**config.mk**
```make
export PLATFORM = sky130hd
export DESIGN_NAME = alm_ctrl
export DESIGN_NICKNAME = d
export VERILOG_FILES = /design/src/alm_pkg.sv /design/src/alm_ctrl.sv
export SDC_FILE = /design/constraint.sdc
export NUM_CORES = 1
export LEC_CHECK = 0
export ABC_AREA = 1
export ABC_CLOCK_PERIOD_IN_PS = 1600
export BUFFER_PORTS_ARGS = -buffer_cell sky130_fd_sc_hd__buf_2
export CORE_AREA = 2 2 113 115
export DETAILED_ROUTE_END_ITERATION = 7
export DIE_AREA = 0 0 115 117
export GPL_ROUTABILITY_DRIVEN = 1
export HOLD_SLACK_MARGIN = 0.02
export PLACE_DENSITY = 0.83
export REMOVE_ABC_BUFFERS = 1
export SYNTH_ARGS = -nofsm -noshare
export SYNTH_HDL_FRONTEND = slang
export SYNTH_SLANG_ARGS = --single-unit
export TNS_END_PERCENT = 20
```
**constraint.sdc**
```tcl
create_clock -name core_clk -period 1.6 [get_ports core_clk]
set_clock_uncertainty 0.1 [all_clocks]
set_input_delay 0.08 -clock core_clk [delete_from_list [all_inputs] [get_ports core_clk]]
set_output_delay 0.08 -clock core_clk [all_outputs]
set_load 0.02 [all_outputs]
```
**src/alm_pkg.sv**
```systemverilog
// Package for the audio level and DC measurement control bank.
// Assumes byte-wide registers reached through a decoded control port.
package alm_pkg;
  // Register offsets.
  localparam logic [7:0] ADDR_AUX_HI        = 8'h02;
  localparam logic [7:0] ADDR_AUX_LO        = 8'h03;
  localparam logic [7:0] ADDR_PLAY_VOL_L    = 8'h1C;
  localparam logic [7:0] ADDR_PLAY_VOL_R    = 8'h1D;
  localparam logic [7:0] ADDR_LINEOUT_L     = 8'h1E;
  localparam logic [7:0] ADDR_LINEOUT_R     = 8'h1F;
  localparam logic [7:0] ADDR_MIC_GAIN_L    = 8'h20;
  localparam logic [7:0] ADDR_MIC_GAIN_R    = 8'h21;
  localparam logic [7:0] ADDR_ADC_IN_SEL    = 8'h22;
  localparam logic [7:0] ADDR_CONV_ENABLE   = 8'h26;
  // Writable bit masks; all other bits read as zero.
  localparam logic [7:0] MASK_PLAY_VOL      = 8'h7F;
  localparam logic [7:0] MASK_LINEOUT       = 8'h4F;
  localparam logic [7:0] MASK_MIC_GAIN      = 8'h7F;
  localparam logic [7:0] MASK_ADC_IN_SEL    = 8'hFF;
  localparam logic [7:0] MASK_CONV_ENABLE   = 8'hC0;
  // Field positions.
  localparam int POS_PLAY_MUTE              = 6;
  localparam int POS_LINEOUT_MUTE           = 6;
  localparam int POS_MIC_PREAMP             = 5;
  localparam int POS_MEASURE_HOLD           = 3;
  localparam int POS_MEASURE_GAIN_CAL       = 2;
  localparam int POS_MEASURE_OFFSET_CAL     = 1;
  localparam int POS_MEASURE_INPUT_ENABLE   = 0;
  localparam int POS_LEFT_CONV_ENABLE       = 7;
  localparam int POS_RIGHT_CONV_ENABLE      = 6;
  // Reset values.
  localparam logic [7:0]  RST_REG           = 8'h00;
  localparam logic [15:0] RST_AUX           = 16'h0000;
  localparam logic [4:0]  RST_PGA           = 5'h00;
  // Volume and PGA code breakpoints.
  localparam logic [5:0] VOL_HALF_END       = 6'h06;
  localparam logic [5:0] VOL_ONE_END        = 6'h0F;
  localparam logic [5:0] VOL_TWO_END        = 6'h17;
  localparam logic [5:0] VOL_FOUR_END       = 6'h26;
  localparam logic [5:0] VOL_MUTE_START     = 6'h28;
  localparam logic [4:0] PGA_ZERO_START     = 5'h14;
endpackage : alm_pkg

```
**src/alm_ctrl.sv**
```systemverilog
// Control register bank for playback level, line output, microphone gain and DC measurement.
// Assumes the serial control port is decoded elsewhere into byte reads and writes on core_clk,
// and that zero-crossing detectors and the converter run outside and are sampled here.
`timescale 1ns/100ps
`default_nettype none
module alm_ctrl (
  // Clock and reset.
  input  wire logic                core_clk,
  input  wire logic                rstn,
  // Decoded control port.
  input  wire logic [7:0]          reg_addr,
  input  wire logic                reg_wr,
  input  wire logic                reg_rd,
  input  wire logic [7:0]          reg_wdata,
  output logic [7:0]               reg_rdata,
  // Mode configuration and zero-crossing pins.
  input  wire logic                zero_cross_gate_off,
  input  wire logic                play_zc_left,
  input  wire logic                play_zc_right,
  input  wire logic                mic_zc_left,
  input  wire logic                mic_zc_right,
  // Playback path controls.
  output logic                     play_mute_left,
  output logic                     play_mute_right,
  output logic signed [8:0]        play_gain_left_hdb,
  output logic signed [8:0]        play_gain_right_hdb,
  // Line output controls.
  output logic                     lineout_mute_left,
  output logic                     lineout_mute_right,
  output logic [4:0]               lineout_atten_left_db,
  output logic [4:0]               lineout_atten_right_db,
  // Microphone controls.
  output logic                     mic_power_left,
  output logic                     mic_power_right,
  output logic [4:0]               mic_preamp_left_db,
  output logic [4:0]               mic_preamp_right_db,
  output logic [4:0]               mic_pga_left_db,
  output logic [4:0]               mic_pga_right_db,
  // Converter and measurement path.
  output logic                     left_converter_enable,
  output logic                     right_converter_enable,
  output logic                     right_conv_dc_mode,
  output logic                     aux_pin_connect,
  output logic                     aux_ref_select,
  output logic                     offset_cancel_run,
  output logic [15:0]              offset_trim,
  input  wire logic [15:0]         aux_sample,
  input  wire logic                aux_sample_valid
);
  import alm_pkg::*;

  typedef struct packed {
    logic [7:0]  vol_l;
    logic [7:0]  vol_r;
    logic [7:0]  lo_l;
    logic [7:0]  lo_r;
    logic [7:0]  mic_l;
    logic [7:0]  mic_r;
    logic [7:0]  adc_in;
    logic [7:0]  conv_en;
    logic        mute_l;
    logic        mute_r;
    logic [4:0]  pga_l;
    logic [4:0]  pga_r;
    logic [15:0] aux;
    logic [15:0] offs;
    logic [3:0]  zc_s1;
    logic [3:0]  zc_s2;
    logic [3:0]  zc_d;
    logic [7:0]  rdata;
  } alm_state_t;

  alm_state_t st_ff;
  alm_state_t nxt_st;
  logic [3:0] zc_pulse;

  // Volume code to half-dB gain; codes above VOL_FOUR_END, mute codes included, return a fixed -162 and mute is flagged apart.
  function automatic logic signed [8:0] vol_hdb(input logic [5:0] c);
    logic signed [10:0] cw;
    logic signed [10:0] g;
    cw = signed'({5'h00, c});
    if (c <= VOL_HALF_END)      g = 11'sd18 - cw;
    else if (c <= VOL_ONE_END)  g = 11'sd24 - 11'sd2 * cw;
    else if (c <= VOL_TWO_END)  g = 11'sd54 - 11'sd4 * cw;
    else if (c <= VOL_FOUR_END) g = 11'sd146 - 11'sd8 * cw;
    else                        g = -11'sd162;
    return g[8:0];
  endfunction : vol_hdb

  function automatic logic [4:0] preamp_db(input logic [1:0] f);
    case (f)
      2'h1:    return 5'h00;
      2'h2:    return 5'h14;
      2'h3:    return 5'h1E;
      default: return 5'h00;
    endcase
  endfunction : preamp_db

  function automatic logic [4:0] pga_db(input logic [4:0] c);
    if (c >= PGA_ZERO_START) return 5'h00;
    return 5'h14 - c;
  endfunction : pga_db

  function automatic logic [7:0] apply_wr(input logic [7:0] old, input logic [7:0] d,
                                          input logic [7:0] m);
    return (d & m) | (old & ~m);
  endfunction : apply_wr

  // Rising edge of each synchronised zero-crossing pin: play L, play R, mic L, mic R.
  assign zc_pulse = st_ff.zc_s2 & ~st_ff.zc_d;

  always_comb begin
    nxt_st = st_ff;
    nxt_st.zc_s1 = {mic_zc_right, mic_zc_left, play_zc_right, play_zc_left};
    nxt_st.zc_s2 = st_ff.zc_s1;
    nxt_st.zc_d  = st_ff.zc_s2;
    if (reg_wr) begin
      case (reg_addr)
        ADDR_PLAY_VOL_L:  nxt_st.vol_l   = apply_wr(st_ff.vol_l, reg_wdata, MASK_PLAY_VOL);
        ADDR_PLAY_VOL_R:  nxt_st.vol_r   = apply_wr(st_ff.vol_r, reg_wdata, MASK_PLAY_VOL);
        ADDR_LINEOUT_L:   nxt_st.lo_l    = apply_wr(st_ff.lo_l, reg_wdata, MASK_LINEOUT);
        ADDR_LINEOUT_R:   nxt_st.lo_r    = apply_wr(st_ff.lo_r, reg_wdata, MASK_LINEOUT);
        ADDR_MIC_GAIN_L:  nxt_st.mic_l   = apply_wr(st_ff.mic_l, reg_wdata, MASK_MIC_GAIN);
        ADDR_MIC_GAIN_R:  nxt_st.mic_r   = apply_wr(st_ff.mic_r, reg_wdata, MASK_MIC_GAIN);
        ADDR_ADC_IN_SEL:  nxt_st.adc_in  = apply_wr(st_ff.adc_in, reg_wdata, MASK_ADC_IN_SEL);
        ADDR_CONV_ENABLE: nxt_st.conv_en = apply_wr(st_ff.conv_en, reg_wdata, MASK_CONV_ENABLE);
        default: ;
      endcase
    end
    // Unmute is immediate; mute waits for a play crossing unless gating is off; slew settings never enter this path.
    if (!st_ff.vol_l[POS_PLAY_MUTE])                 nxt_st.mute_l = 1'b0;
    else if (zero_cross_gate_off || zc_pulse[0])     nxt_st.mute_l = 1'b1;
    if (!st_ff.vol_r[POS_PLAY_MUTE])                 nxt_st.mute_r = 1'b0;
    else if (zero_cross_gate_off || zc_pulse[1])     nxt_st.mute_r = 1'b1;
    // PGA steps wait for a mic crossing; preamp steps from the mic gain registers apply at once.
    if (zc_pulse[2]) nxt_st.pga_l = st_ff.mic_l[4:0];
    if (zc_pulse[3]) nxt_st.pga_r = st_ff.mic_r[4:0];
    // The result tracks the converter unless held; calibrations feed the same path.
    if (aux_sample_valid && !st_ff.adc_in[POS_MEASURE_HOLD]) nxt_st.aux = aux_sample;
    // Trim is cleared only on rstn, so shutdown does not lose it.
    if (aux_sample_valid && st_ff.adc_in[POS_MEASURE_OFFSET_CAL]) nxt_st.offs = aux_sample;
    nxt_st.rdata = RST_REG;
    if (reg_rd) begin
      case (reg_addr)
        ADDR_AUX_HI:      nxt_st.rdata = st_ff.aux[15:8];
        ADDR_AUX_LO:      nxt_st.rdata = st_ff.aux[7:0];
        ADDR_PLAY_VOL_L:  nxt_st.rdata = st_ff.vol_l;
        ADDR_PLAY_VOL_R:  nxt_st.rdata = st_ff.vol_r;
        ADDR_LINEOUT_L:   nxt_st.rdata = st_ff.lo_l;
        ADDR_LINEOUT_R:   nxt_st.rdata = st_ff.lo_r;
        ADDR_MIC_GAIN_L:  nxt_st.rdata = st_ff.mic_l;
        ADDR_MIC_GAIN_R:  nxt_st.rdata = st_ff.mic_r;
        ADDR_ADC_IN_SEL:  nxt_st.rdata = st_ff.adc_in;
        ADDR_CONV_ENABLE: nxt_st.rdata = st_ff.conv_en;
        default:          nxt_st.rdata = RST_REG;
      endcase
    end
  end

  always_ff @(posedge core_clk) begin
    if (!rstn) begin
      st_ff <= '{vol_l: RST_REG, vol_r: RST_REG, lo_l: RST_REG, lo_r: RST_REG, mic_l: RST_REG,
                 mic_r: RST_REG, adc_in: RST_REG, conv_en: RST_REG, mute_l: 1'b0, mute_r: 1'b0,
                 pga_l: RST_PGA, pga_r: RST_PGA, aux: RST_AUX, offs: RST_AUX, zc_s1: 4'h0,
                 zc_s2: 4'h0, zc_d: 4'h0, rdata: RST_REG};
    end else begin
      st_ff <= nxt_st;
    end
  end

  assign reg_rdata              = st_ff.rdata;
  // Volume codes in the mute range silence the path as well.
  assign play_mute_left         = st_ff.mute_l | (st_ff.vol_l[5:0] >= VOL_MUTE_START);
  assign play_mute_right        = st_ff.mute_r | (st_ff.vol_r[5:0] >= VOL_MUTE_START);
  assign play_gain_left_hdb     = vol_hdb(st_ff.vol_l[5:0]);
  assign play_gain_right_hdb    = vol_hdb(st_ff.vol_r[5:0]);
  assign lineout_mute_left      = st_ff.lo_l[POS_LINEOUT_MUTE];
  assign lineout_mute_right     = st_ff.lo_r[POS_LINEOUT_MUTE];
  assign lineout_atten_left_db  = {st_ff.lo_l[3:0], 1'b0};
  assign lineout_atten_right_db = {st_ff.lo_r[3:0], 1'b0};
  assign mic_power_left         = |st_ff.mic_l[POS_MIC_PREAMP +: 2];
  assign mic_power_right        = |st_ff.mic_r[POS_MIC_PREAMP +: 2];
  assign mic_preamp_left_db     = preamp_db(st_ff.mic_l[POS_MIC_PREAMP +: 2]);
  assign mic_preamp_right_db    = preamp_db(st_ff.mic_r[POS_MIC_PREAMP +: 2]);
  assign mic_pga_left_db        = pga_db(st_ff.pga_l);
  assign mic_pga_right_db       = pga_db(st_ff.pga_r);
  assign left_converter_enable  = st_ff.conv_en[POS_LEFT_CONV_ENABLE];
  assign right_converter_enable = st_ff.conv_en[POS_RIGHT_CONV_ENABLE];
  assign right_conv_dc_mode     = st_ff.adc_in[POS_MEASURE_INPUT_ENABLE];
  assign aux_pin_connect        = st_ff.adc_in[POS_MEASURE_INPUT_ENABLE]
                                  & ~st_ff.adc_in[POS_MEASURE_OFFSET_CAL]
                                  & ~st_ff.adc_in[POS_MEASURE_GAIN_CAL];
  assign aux_ref_select         = st_ff.adc_in[POS_MEASURE_GAIN_CAL];
  assign offset_cancel_run      = st_ff.adc_in[POS_MEASURE_OFFSET_CAL];
  assign offset_trim            = st_ff.offs;
endmodule : alm_ctrl
`default_nettype wire

```
==> Yosys cells after proc, flatten, opt, wreduce, memory -nomap -nowiden <==
Index checks and enable logic that the tools add are counted.
{ "op_classes": {"reduce_logical": 18, "mux": 17, "eq_ne": 14, "addsub": 10, "magnitude_cmp": 12, "bitwise_logic": 15} }
{ "op_table": {"columns": ["cell", "n"], "rows": [
  ["case mux 8 bit (10 select lines)", 1],
  ["two-way mux 9 bit", 8],
  ["bitwise OR 7 x 8 -> 8 bit", 6],
  ["equality test 8 x 5 -> 1 bit (second input constant)", 4],
  ["equality test 8 x 6 -> 1 bit (second input constant)", 4],
  ["AND reduction 2 bit", 11],
  ["two-way mux 5 bit", 4],
  ["case mux 5 bit (2 select lines)", 2],
  ["subtractor 6 x 8 -> 9 bit (first input constant)", 2],
  ["subtractor 8 x 9 -> 9 bit (first input constant)", 2],
  ["equality test 8 x 2 -> 1 bit (second input constant)", 2],
  ["subtractor 5 x 7 -> 8 bit (first input constant)", 2],
  ["subtractor 5 x 6 -> 7 bit (first input constant)", 2],
  ["greater-or-equal comparator 6 bit (second input constant)", 2],
  ["<= comparator 6 x 3 -> 1 bit (second input constant)", 2],
  ["<= comparator 6 x 4 -> 1 bit (second input constant)", 2],
  ["<= comparator 6 x 5 -> 1 bit (second input constant)", 2],
  ["<= comparator 6 bit (second input constant)", 2],
  ["greater-or-equal comparator 5 bit (second input constant)", 2],
  ["subtractor 5 bit (first input constant)", 2],
  ["equality test 2 bit (second input constant)", 4],
  ["bitwise OR 8 x 6 -> 8 bit", 1],
  ["AND 4 bit", 1],
  ["NOT 4 bit", 1],
  ["other kinds (8)", 15]
]} }
{ "word_totals": {"wordCells": 104, "reg_bits": 128} }

==> Depth between registers and ports, before layout <==
Gate-level depths: netlist of the first run.
{ "logic_depth": {"ltp_word": 5, "depth_mapped": 10, "ltp_nobuf": 10} }

==> Worst setup path before layout of the first run <==
Ideal clock, no wire load.
{ "synth_path": {"path_kind": "flip-flop to output port", "startpoint": "register st_ff[113] (netlist name)", "endpoint": "output play_gain_right_hdb[5]", "t_arrival_ns": 1.733, "n_path_buf": 0, "stages_incl_launch_ff": 6, "slack_ns": -0.313, "required_time_ns": 1.420, "cell_sequence": "dfxtp_1 -> inv_1 -> ha_1 -> o31ai_1 -> nand2_1 -> nand2_1"} }
{ "synth_via": {"elab_chain_cells": 5, "word_cells_on_any_way": 12} }
{ "synth_lines": {"columns": ["element", "line", "source"], "rows": [
  ["start, declared", "alm_ctrl.sv:73", "alm_state_t st_ff;"],
  ["start signal, assigned", "alm_ctrl.sv:162", "st_ff <= '{vol_l: RST_REG, vol_r: RST_REG, lo_l: RST_REG, lo_r: RST_REG, mic_l: RST_REG,"],
  ["start signal, assigned", "alm_ctrl.sv:167", "st_ff <= nxt_st;"],
  ["subtractor 8 x 9 -> 9 bit or <= comparator 6 bit (tied branches)", "alm_ctrl.sv:85", "else if (c <= VOL_FOUR_END) g = 11'sd146 - 11'sd8 * cw;"],
  ["two-way mux 9 bit", "alm_ctrl.sv:85", null],
  ["two-way mux 9 bit", "alm_ctrl.sv:84", "else if (c <= VOL_TWO_END) g = 11'sd54 - 11'sd4 * cw;"],
  ["two-way mux 9 bit", "alm_ctrl.sv:83", "else if (c <= VOL_ONE_END) g = 11'sd24 - 11'sd2 * cw;"],
  ["two-way mux 9 bit *", "alm_ctrl.sv:82", "if (c <= VOL_HALF_END) g = 11'sd18 - cw;"],
  ["end, declared", "alm_ctrl.sv:26", "output logic signed [8:0] play_gain_right_hdb,"]
]} }
Mark *: on every way between the ends. The rest lies on a longest branch, timed or not.

==> Final worst setup path of the first run <==
{ "layout_path": {"startpoint": "register st_ff[122] (netlist name)", "endpoint": "output play_gain_left_hdb[7]"} }
{ "layout_via": {"elab_chain_cells": 5, "word_cells_on_any_way": 12} }
{ "layout_lines": {"columns": ["element", "line", "source"], "rows": [
  ["subtractor 8 x 9 -> 9 bit or <= comparator 6 bit (tied branches)", "alm_ctrl.sv:85", null],
  ["two-way mux 9 bit", "alm_ctrl.sv:85", null],
  ["two-way mux 9 bit", "alm_ctrl.sv:84", null],
  ["two-way mux 9 bit", "alm_ctrl.sv:83", null],
  ["two-way mux 9 bit *", "alm_ctrl.sv:82", null],
  ["end, declared", "alm_ctrl.sv:25", "output logic signed [8:0] play_gain_left_hdb,"]
]} }
Marked as above.

==> metrics.txt, run 1 <==
most frequent cells after synthesis nor2_1, nand2_1, inv_1; Syn Std Cell Area between 6000 and 7000 sq um; die width 115 um; # diodes 0; Max transition margin 66.5%; worst-margin pin slew roughly 0.50 ns; Area Growth Syn to Fin 25.2%; Crit Path Class reg2out; I/O pin count 126; Final nets roughly 1100; main area contributors after synthesis dfxtp_1, o21ai_0, nor2_1, nand2_1, inv_1; TritonCTS Buffers 9; Max stage delay on crit path 0.40 ns; worst r2r path cells 4; Yosys cell types 34; CP required 1.42 ns; failing checks setup timing; most numerous cell in the Yosys netlist nor2_1; antenna-violating nets left 0; first-pass GRT wire length 25.7 mm; clock latency on the worst-skew pair 0.35 ns; clock buffer depth 2; vias in the first global route 5382; fmax 527 MHz; Worst Setup End Kind output port; post-detail-place hpwl 11.3 mm; CTS sink count 112; Post-route DRC 0; Cells after Synth 880; final wirelength ~16 mm; unrepaired setup endpoints after global routing true; Die H 117 um; MaxCap Viol Count 0; initial DRC count between 300 and 400; total core area 12300 sq um; initial core utilization 48.9%; Seq pwr share 49.5%; status complete, but fails checks; Synth top area share a little under two fifths; switching pwr 0.00137 W; switching share of power between 20% and 30%; critical path's slowest cell dfxtp_4; Setup WS pre-CTS -0.0648 ns; CTS H-tree depth 3; dominant synthesized flop cell dfxtp_1; min-delay worst type in2reg; Worst Hold Depth 3; proportion of layout cells with a drive suffix above 1 25.4%; Hold Fails Final Rpt 0; Worst-path clk slew 0.07 ns; largest area contributor in the netlist dfxtp_1; combinational power share 9.6%; number of synthesized flops with an enable pin 0; CP Launch Type flip-flop; syn avg cell area roughly 7 sq um; Worst Path Max Fanout 4; RePlAce Congestion around 0.94; largest net degree at the start of global routing approximately 60; Max Slew Vio Count 0; Final Worst Setup Slack -0.299 ns; die area 13500 sq um; leakage between 3 and 4 nW; Overall Global Routing Usage 24.1%; TritonCTS clock tree done; CP Data Arrival Time around 1.7 ns; flop-to-flop setup slack about 0.26 ns; fillers about 1100; Setup TNS -4.23 ns; DR WL/cell between 10 and 15 um; initial antenna violation count 1; vias per std cell approximately 5.1; first-pass iteration count of the detailed router 5; Power Density around 770 nW/um^2; final worst-path cycle share 119%; vias 5885; minimum clock period after layout between 1.5 and 2 ns; clock share of power 40.9%; Congestion Overflow GR 0; internal power 0.00442 W; #FFs+latches synth 112; Row Count 41; ys async rst share 0%; Util after Layout about three fifths; sequential area share after synthesis a little under two fifths; worst-path cell chain ha_4, nand2_1, nand3_2, nand2_1, nand2_2, buf_4, nand3_1, a21oi_1, buf_4; Root Buffer clkbuf_16; maximum VDD drop 0.921 mV; Setup-failing EPs final 23; yosys warns 0; PortBufs 121
final timing paths:
kind | startpoint | to
worst max-delay path | st_ff[122] | play_gain_left_hdb[7]
worst min-delay path | reg_wdata[0] | st_ff[88]
worst max register to register | offset_cancel_run | offset_trim[4]
worst min register to register | nxt_st[14] | nxt_st[10]
power groups by stage:
stage / sequential [W] / clock [W] / combinational [W]
floorplan: 0.00293 / 0 / 0.000262
global placement: 0.00293 / 0 / 0.000461
detailed placement: 0.00294 / 0 / 0.000471
CTS: 0.00287 / 0.00241 / 0.000537
global route: 0.00287 / 0.00251 / 0.000620
finish: 0.00287 / 0.00237 / 0.000553
sequential cells by signal, summed over array words and instances (netlist names):
signal / count
lineout_atten_right_db: 4
nxt_st: 8
lineout_mute_left: 1
reg_rdata: 8
right_conv_dc_mode: 1
st_ff: 65
lineout_atten_left_db: 4
aux_ref_select: 1
offset_cancel_run: 1
left_converter_enable: 1
offset_trim: 16
lineout_mute_right: 1
right_converter_enable: 1
through the flow:
step,cells,instance area [sq um],hold slack [ns],total power (W)
final,1156,7530,0.0524,0.00579
after global routing,1156,7530,0.0550,0.00600
after CTS,1153,7400,0.0276,0.00581
after detailed placement,1110,6610,0.170,0.00341
after global placement,1110,6610,0.161,0.00339
after floorplan,811,5570,0.0735,0.00319
layer usage:
metal	routed length, um	global-route usage (%)
met3	1190	6.44
met2	7630	41.2
met5	0	0
met4	349	7.07
met1	6900	30.0
cell usage in the layout, fill, tap and decap left out, drive strengths merged, types with 2 or more instances in the layout:
| cell | instances |
|---|---|
| a211oi | 2 |
| a21oi | 71 |
| buf | 152 |
| bufinv | 2 |
| clkbuf | 10 |
| clkinv | 4 |
| conb | 4 |
| dfxtp | 112 |
| dlygate4sd3 | 27 |
| ha | 15 |
| inv | 119 |
| nand2 | 131 |
| nand3 | 69 |
| nand4 | 4 |
| nor2 | 146 |
| nor3 | 7 |
| o21ai | 112 |
| or2 | 3 |
| xor2 | 9 |
layout make-up:
type                    instances  area (sq um)  share of cell area (%)
repair buffers                179          1220                    16.3
multi-input cells             580          3080                    40.9
clock buffers                  10           229                    3.04
clock inverters                 6          83.8                    1.11
inverters                     119           452                    6.00
well taps                     150           188                    2.49
flip-flops and latches        112          2270                    30.2
what timing repair did:
action | in CTS | in global routing
gates resized for setup | 77 | 29
setup buffers | 0 | 3
endpoints found under the setup margin | 27 | 27
hold buffers | 27 | 0
pin swaps | 11 | 8
cloned | 0 | 0
endpoints found under the hold margin | 50 | 0
critical path, delay by kind of cell, from the launching register on:
kind	cells	cell delay, ns
flip-flops	1	0.40
AND/OR/NAND/NOR	5	0.40
adder cells (fa/ha/maj)	1	0.15
buffers and inverters	2	0.28
AO/OA/AOI/OAI	1	0.14
logic make-up (layout without fill, tap and decap cells):
logic type	Yosys count	in the layout	share of synthesized area, %
other cells	1	4	0.0623
compound gates	192	192	16.4
buf+inv	191	314	15.1
xor+xnor	9	9	1.31
simple gates	360	360	26.8
flops	112	112	37.3
fa+ha+maj	15	15	3.12
Note: power is estimated with default switching activity, not from simulation.
==> inputs of run 2 (changes only) <==
- ABC_AREA: 1 -> default
- CORE_AREA: 2 2 113 115 -> 2 2 114 116
- DIE_AREA: 0 0 115 117 -> 0 0 116 118
- PLACE_DENSITY: 0.83 -> 0.82
- SETUP_SLACK_MARGIN: default -> 0.02
==> run 2 against run 1 <==
Net effect:
- the run still ends with setup timing left
- combinational power down 27%
- die area up 1.7%
- worst setup slack worse by 0.34 ns
- wire length up 2.6%
- synthesized area up 0.60%
- utilization up 4.4 points
- power down 8.5%
- synthesized cell count down 22%
- non-clock buffer count up 56
- final cell count down 11%
- critical endpoint is now play_gain_right_hdb[4]
- largest power group unchanged
==> metrics.txt, run 2 <==
largest net degree at the start of global routing 45 (-26%); dominant synthesized flop cell dfxtp_1; clock buffer depth 2 (unchanged); Crit Path Class reg2out; die width 116 um (+0.87%); Util after Layout 65.5% (+4.4 points); busiest grt layer met2; Power Density 651 nW/um^2 (-15%); Syn Std Cell Area 6050 sq um (+0.60%); CP Data Arrival Time 2.05 ns (+0.33 ns); worst-margin pin slew 0.552 ns (+0.0511 ns); #FFs+latches synth 112 (unchanged); ys async rst share 0% (unchanged); Row Count 41 (unchanged); Max transition margin 63.1% (-3.4 points); total core area 12400 sq um (+0.83%); status complete, but fails checks; CTS H-tree depth 3 (unchanged); Final nets 911 (-14%); I/O pin count 126 (unchanged); Worst Hold Launch reg_wdata[0]; first-pass iteration count of the detailed router 5 (unchanged); # diodes 0 (unchanged); leakage 3.59 nW (+0.12%); RePlAce Congestion 0.913 (-2.9%); main area contributors after synthesis dfxtp_1, mux2i_1, nor2b_1, nand2_1, buf_4; most frequent cells after synthesis dfxtp_1, nand2_1, nor2b_1; critical path startpoint st_ff[114]; Worst Setup End Kind output port; Cells after Synth 689 (-22%); TritonCTS clock tree done; final wirelength 16.5 mm (+2.6%); maximum VDD drop 0.571 mV (-38%); initial core utilization 48.7% (-0.11 points); Congestion Overflow GR 0 (unchanged); first-pass GRT wire length 26.5 mm (+3.2%); die area 13700 sq um (+1.7%); fmax 448 MHz (-15%); Area Growth Syn to Fin 34.5%; Largest register FFs 65 (unchanged); MaxCap Viol Count 0 (unchanged); most frequent cells in the layout dfxtp_1, buf_2, buf_4, nand2_1; post-detail-place hpwl 11.4 mm (+0.97%); Setup WS pre-CTS -0.399 ns (-0.334 ns); Post-route DRC 0 (unchanged); initial antenna violation count 0 (-1); Most flops, register st_ff; FF-to-FF Start st_ff[115]; GRT met3 Usage 4.94% (-1.5 points); largest area contributor in the netlist dfxtp_1; CP required 1.42 ns (about the same); Root Buffer clkbuf_16; Worst Path Max Fanout 5 (+1); Worst-path clk slew 0.07 ns (about the same); Final Worst Setup Slack -0.635 ns (-0.336 ns); sequential area share after synthesis 37.1% (-0.22 points); syn avg cell area 8.78 sq um (+28%); antenna-violating nets left 0 (unchanged); clock latency on the worst-skew pair 0.35 ns (about the same); met1 usage 29.0% (-1.0 points); Hold Fails Final Rpt 0 (unchanged); Fin Hold WS 0.0300 ns (-0.0224 ns); M2 GR Usage 42.6% (+1.4 points); PnR Total Power 0.00530 W (-8.5%); vias per std cell 5.26 (+3.3%); Synth top area share 37.1% (-0.22 points); CP Launch Type flip-flop; Setup-failing EPs final 26 (+13%); Die H 118 um (+0.85%); vias in the first global route 5472 (+1.7%); TritonCTS Buffers 9 (unchanged); Max Slew Vio Count 0 (unchanged); min-delay worst type in2reg; failing checks setup timing; most numerous cell in the Yosys netlist dfxtp_1; CTS sink count 112 (unchanged); PortBufs 121 (unchanged); flop-to-flop setup slack 0.07 ns (-0.19 ns); yosys warns 0 (unchanged); proportion of layout cells with a drive suffix above 1 36.4% (+11 points); DR WL/cell 16.0 um (+15%); final worst-path cycle share 140% (+21 points); Overall Global Routing Usage 24.1% (+0.030 points); unrepaired setup endpoints after global routing true; minimum clock period after layout 2.23 ns (+0.336 ns); Yosys cell types 57 (+68%); initial DRC count 389 (+15%); number of synthesized flops with an enable pin 0 (unchanged); vias 5424 (-7.8%)
[run 2: cell count changes in the layout (fill, tap and decap cells not counted), sizes merged, moves of 18 or more]
cell	change
nor2	-120
inv	-100
o21ai	-89
nor2b	+69
mux2i	+67
buf	+56
nand3	-56
nand2	-45
a21oi	-43
a21boi	+32
and2	+18
[run 2: report_power, final]
group	switching, W	internal [W]	total (W)
combinational	0.000205	0.000202	0.000406
sequential	0.0000154	0.00281	0.00283
clock	0.00101	0.00106	0.00206
total	0.00123	0.00407	0.00530
[run 2: cell families (layout without fill, tap and decap cells)]
family / after synthesis / count (layout) / share of synthesized area, %
AND/OR/NAND/NOR: 247 / 247 / 21.3
AO/OA/AOI/OAI: 122 / 122 / 13.5
flip-flops: 112 / 112 / 37.1
buffers and inverters: 103 / 270 / 9.06
multiplexers: 79 / 79 / 14.4
adder cells (fa/ha/maj): 15 / 15 / 3.10
XOR/XNOR: 10 / 10 / 1.45
other: 1 / 4 / 0.0620
[run 2: metal layers]
layer / up-vias / part of all wire (%)
li1: 2625 / -
met1: 2591 / 41
met2: 177 / 51
met3: 31 / 5.5
met4: 0 / 2.0
met5: - / 0
[run 2: cell type report]
type / instances / area, sq um
Multi-Input combinational cell: 477 / 3610
Inverter: 19 / 76.3
Timing Repair Buffer: 235 / 1690
Tap cell: 172 / 215
Sequential cell: 112 / 2280
Clock buffer: 11 / 233
Clock inverter: 5 / 33.8
Fill cell: 974 / 4280
[run 2: metrics by stage]
stage	area, sq um	TNS [ns]	instances
finish	8140	-7.85	1031
global route	8140	-9.70	1031
CTS	7980	-7.07	1026
detailed placement	7020	-3.47	978
global placement	7020	-2.67	978
floorplan	5590	-2.77	608
[run 2: worst max-delay path, stage by stage, from the launching register on]
cell	delay [ns]
dfxtp_4	0.37
buf_6	0.13
ha_4	0.15
a21o_1	0.17
mux4_2	0.47
o31ai_2	0.24
buf_4	0.18
[run 2: repair_timing]
action	CTS	global route
hold endpoints to repair	57	0
pin swaps	27	14
setup buffers	7	7
setup endpoints to repair	28	30
resized for setup	110	34
hold buffers	27	0
gates cloned	0	0
[run 2: final timing paths]
path | endpoint | cells after the start
worst max-delay path | play_gain_right_hdb[4] | 6
worst min-delay path | st_ff[88] | 3
worst max register to register | reg_rdata[3] | 4
worst min register to register | nxt_st[9] | 1
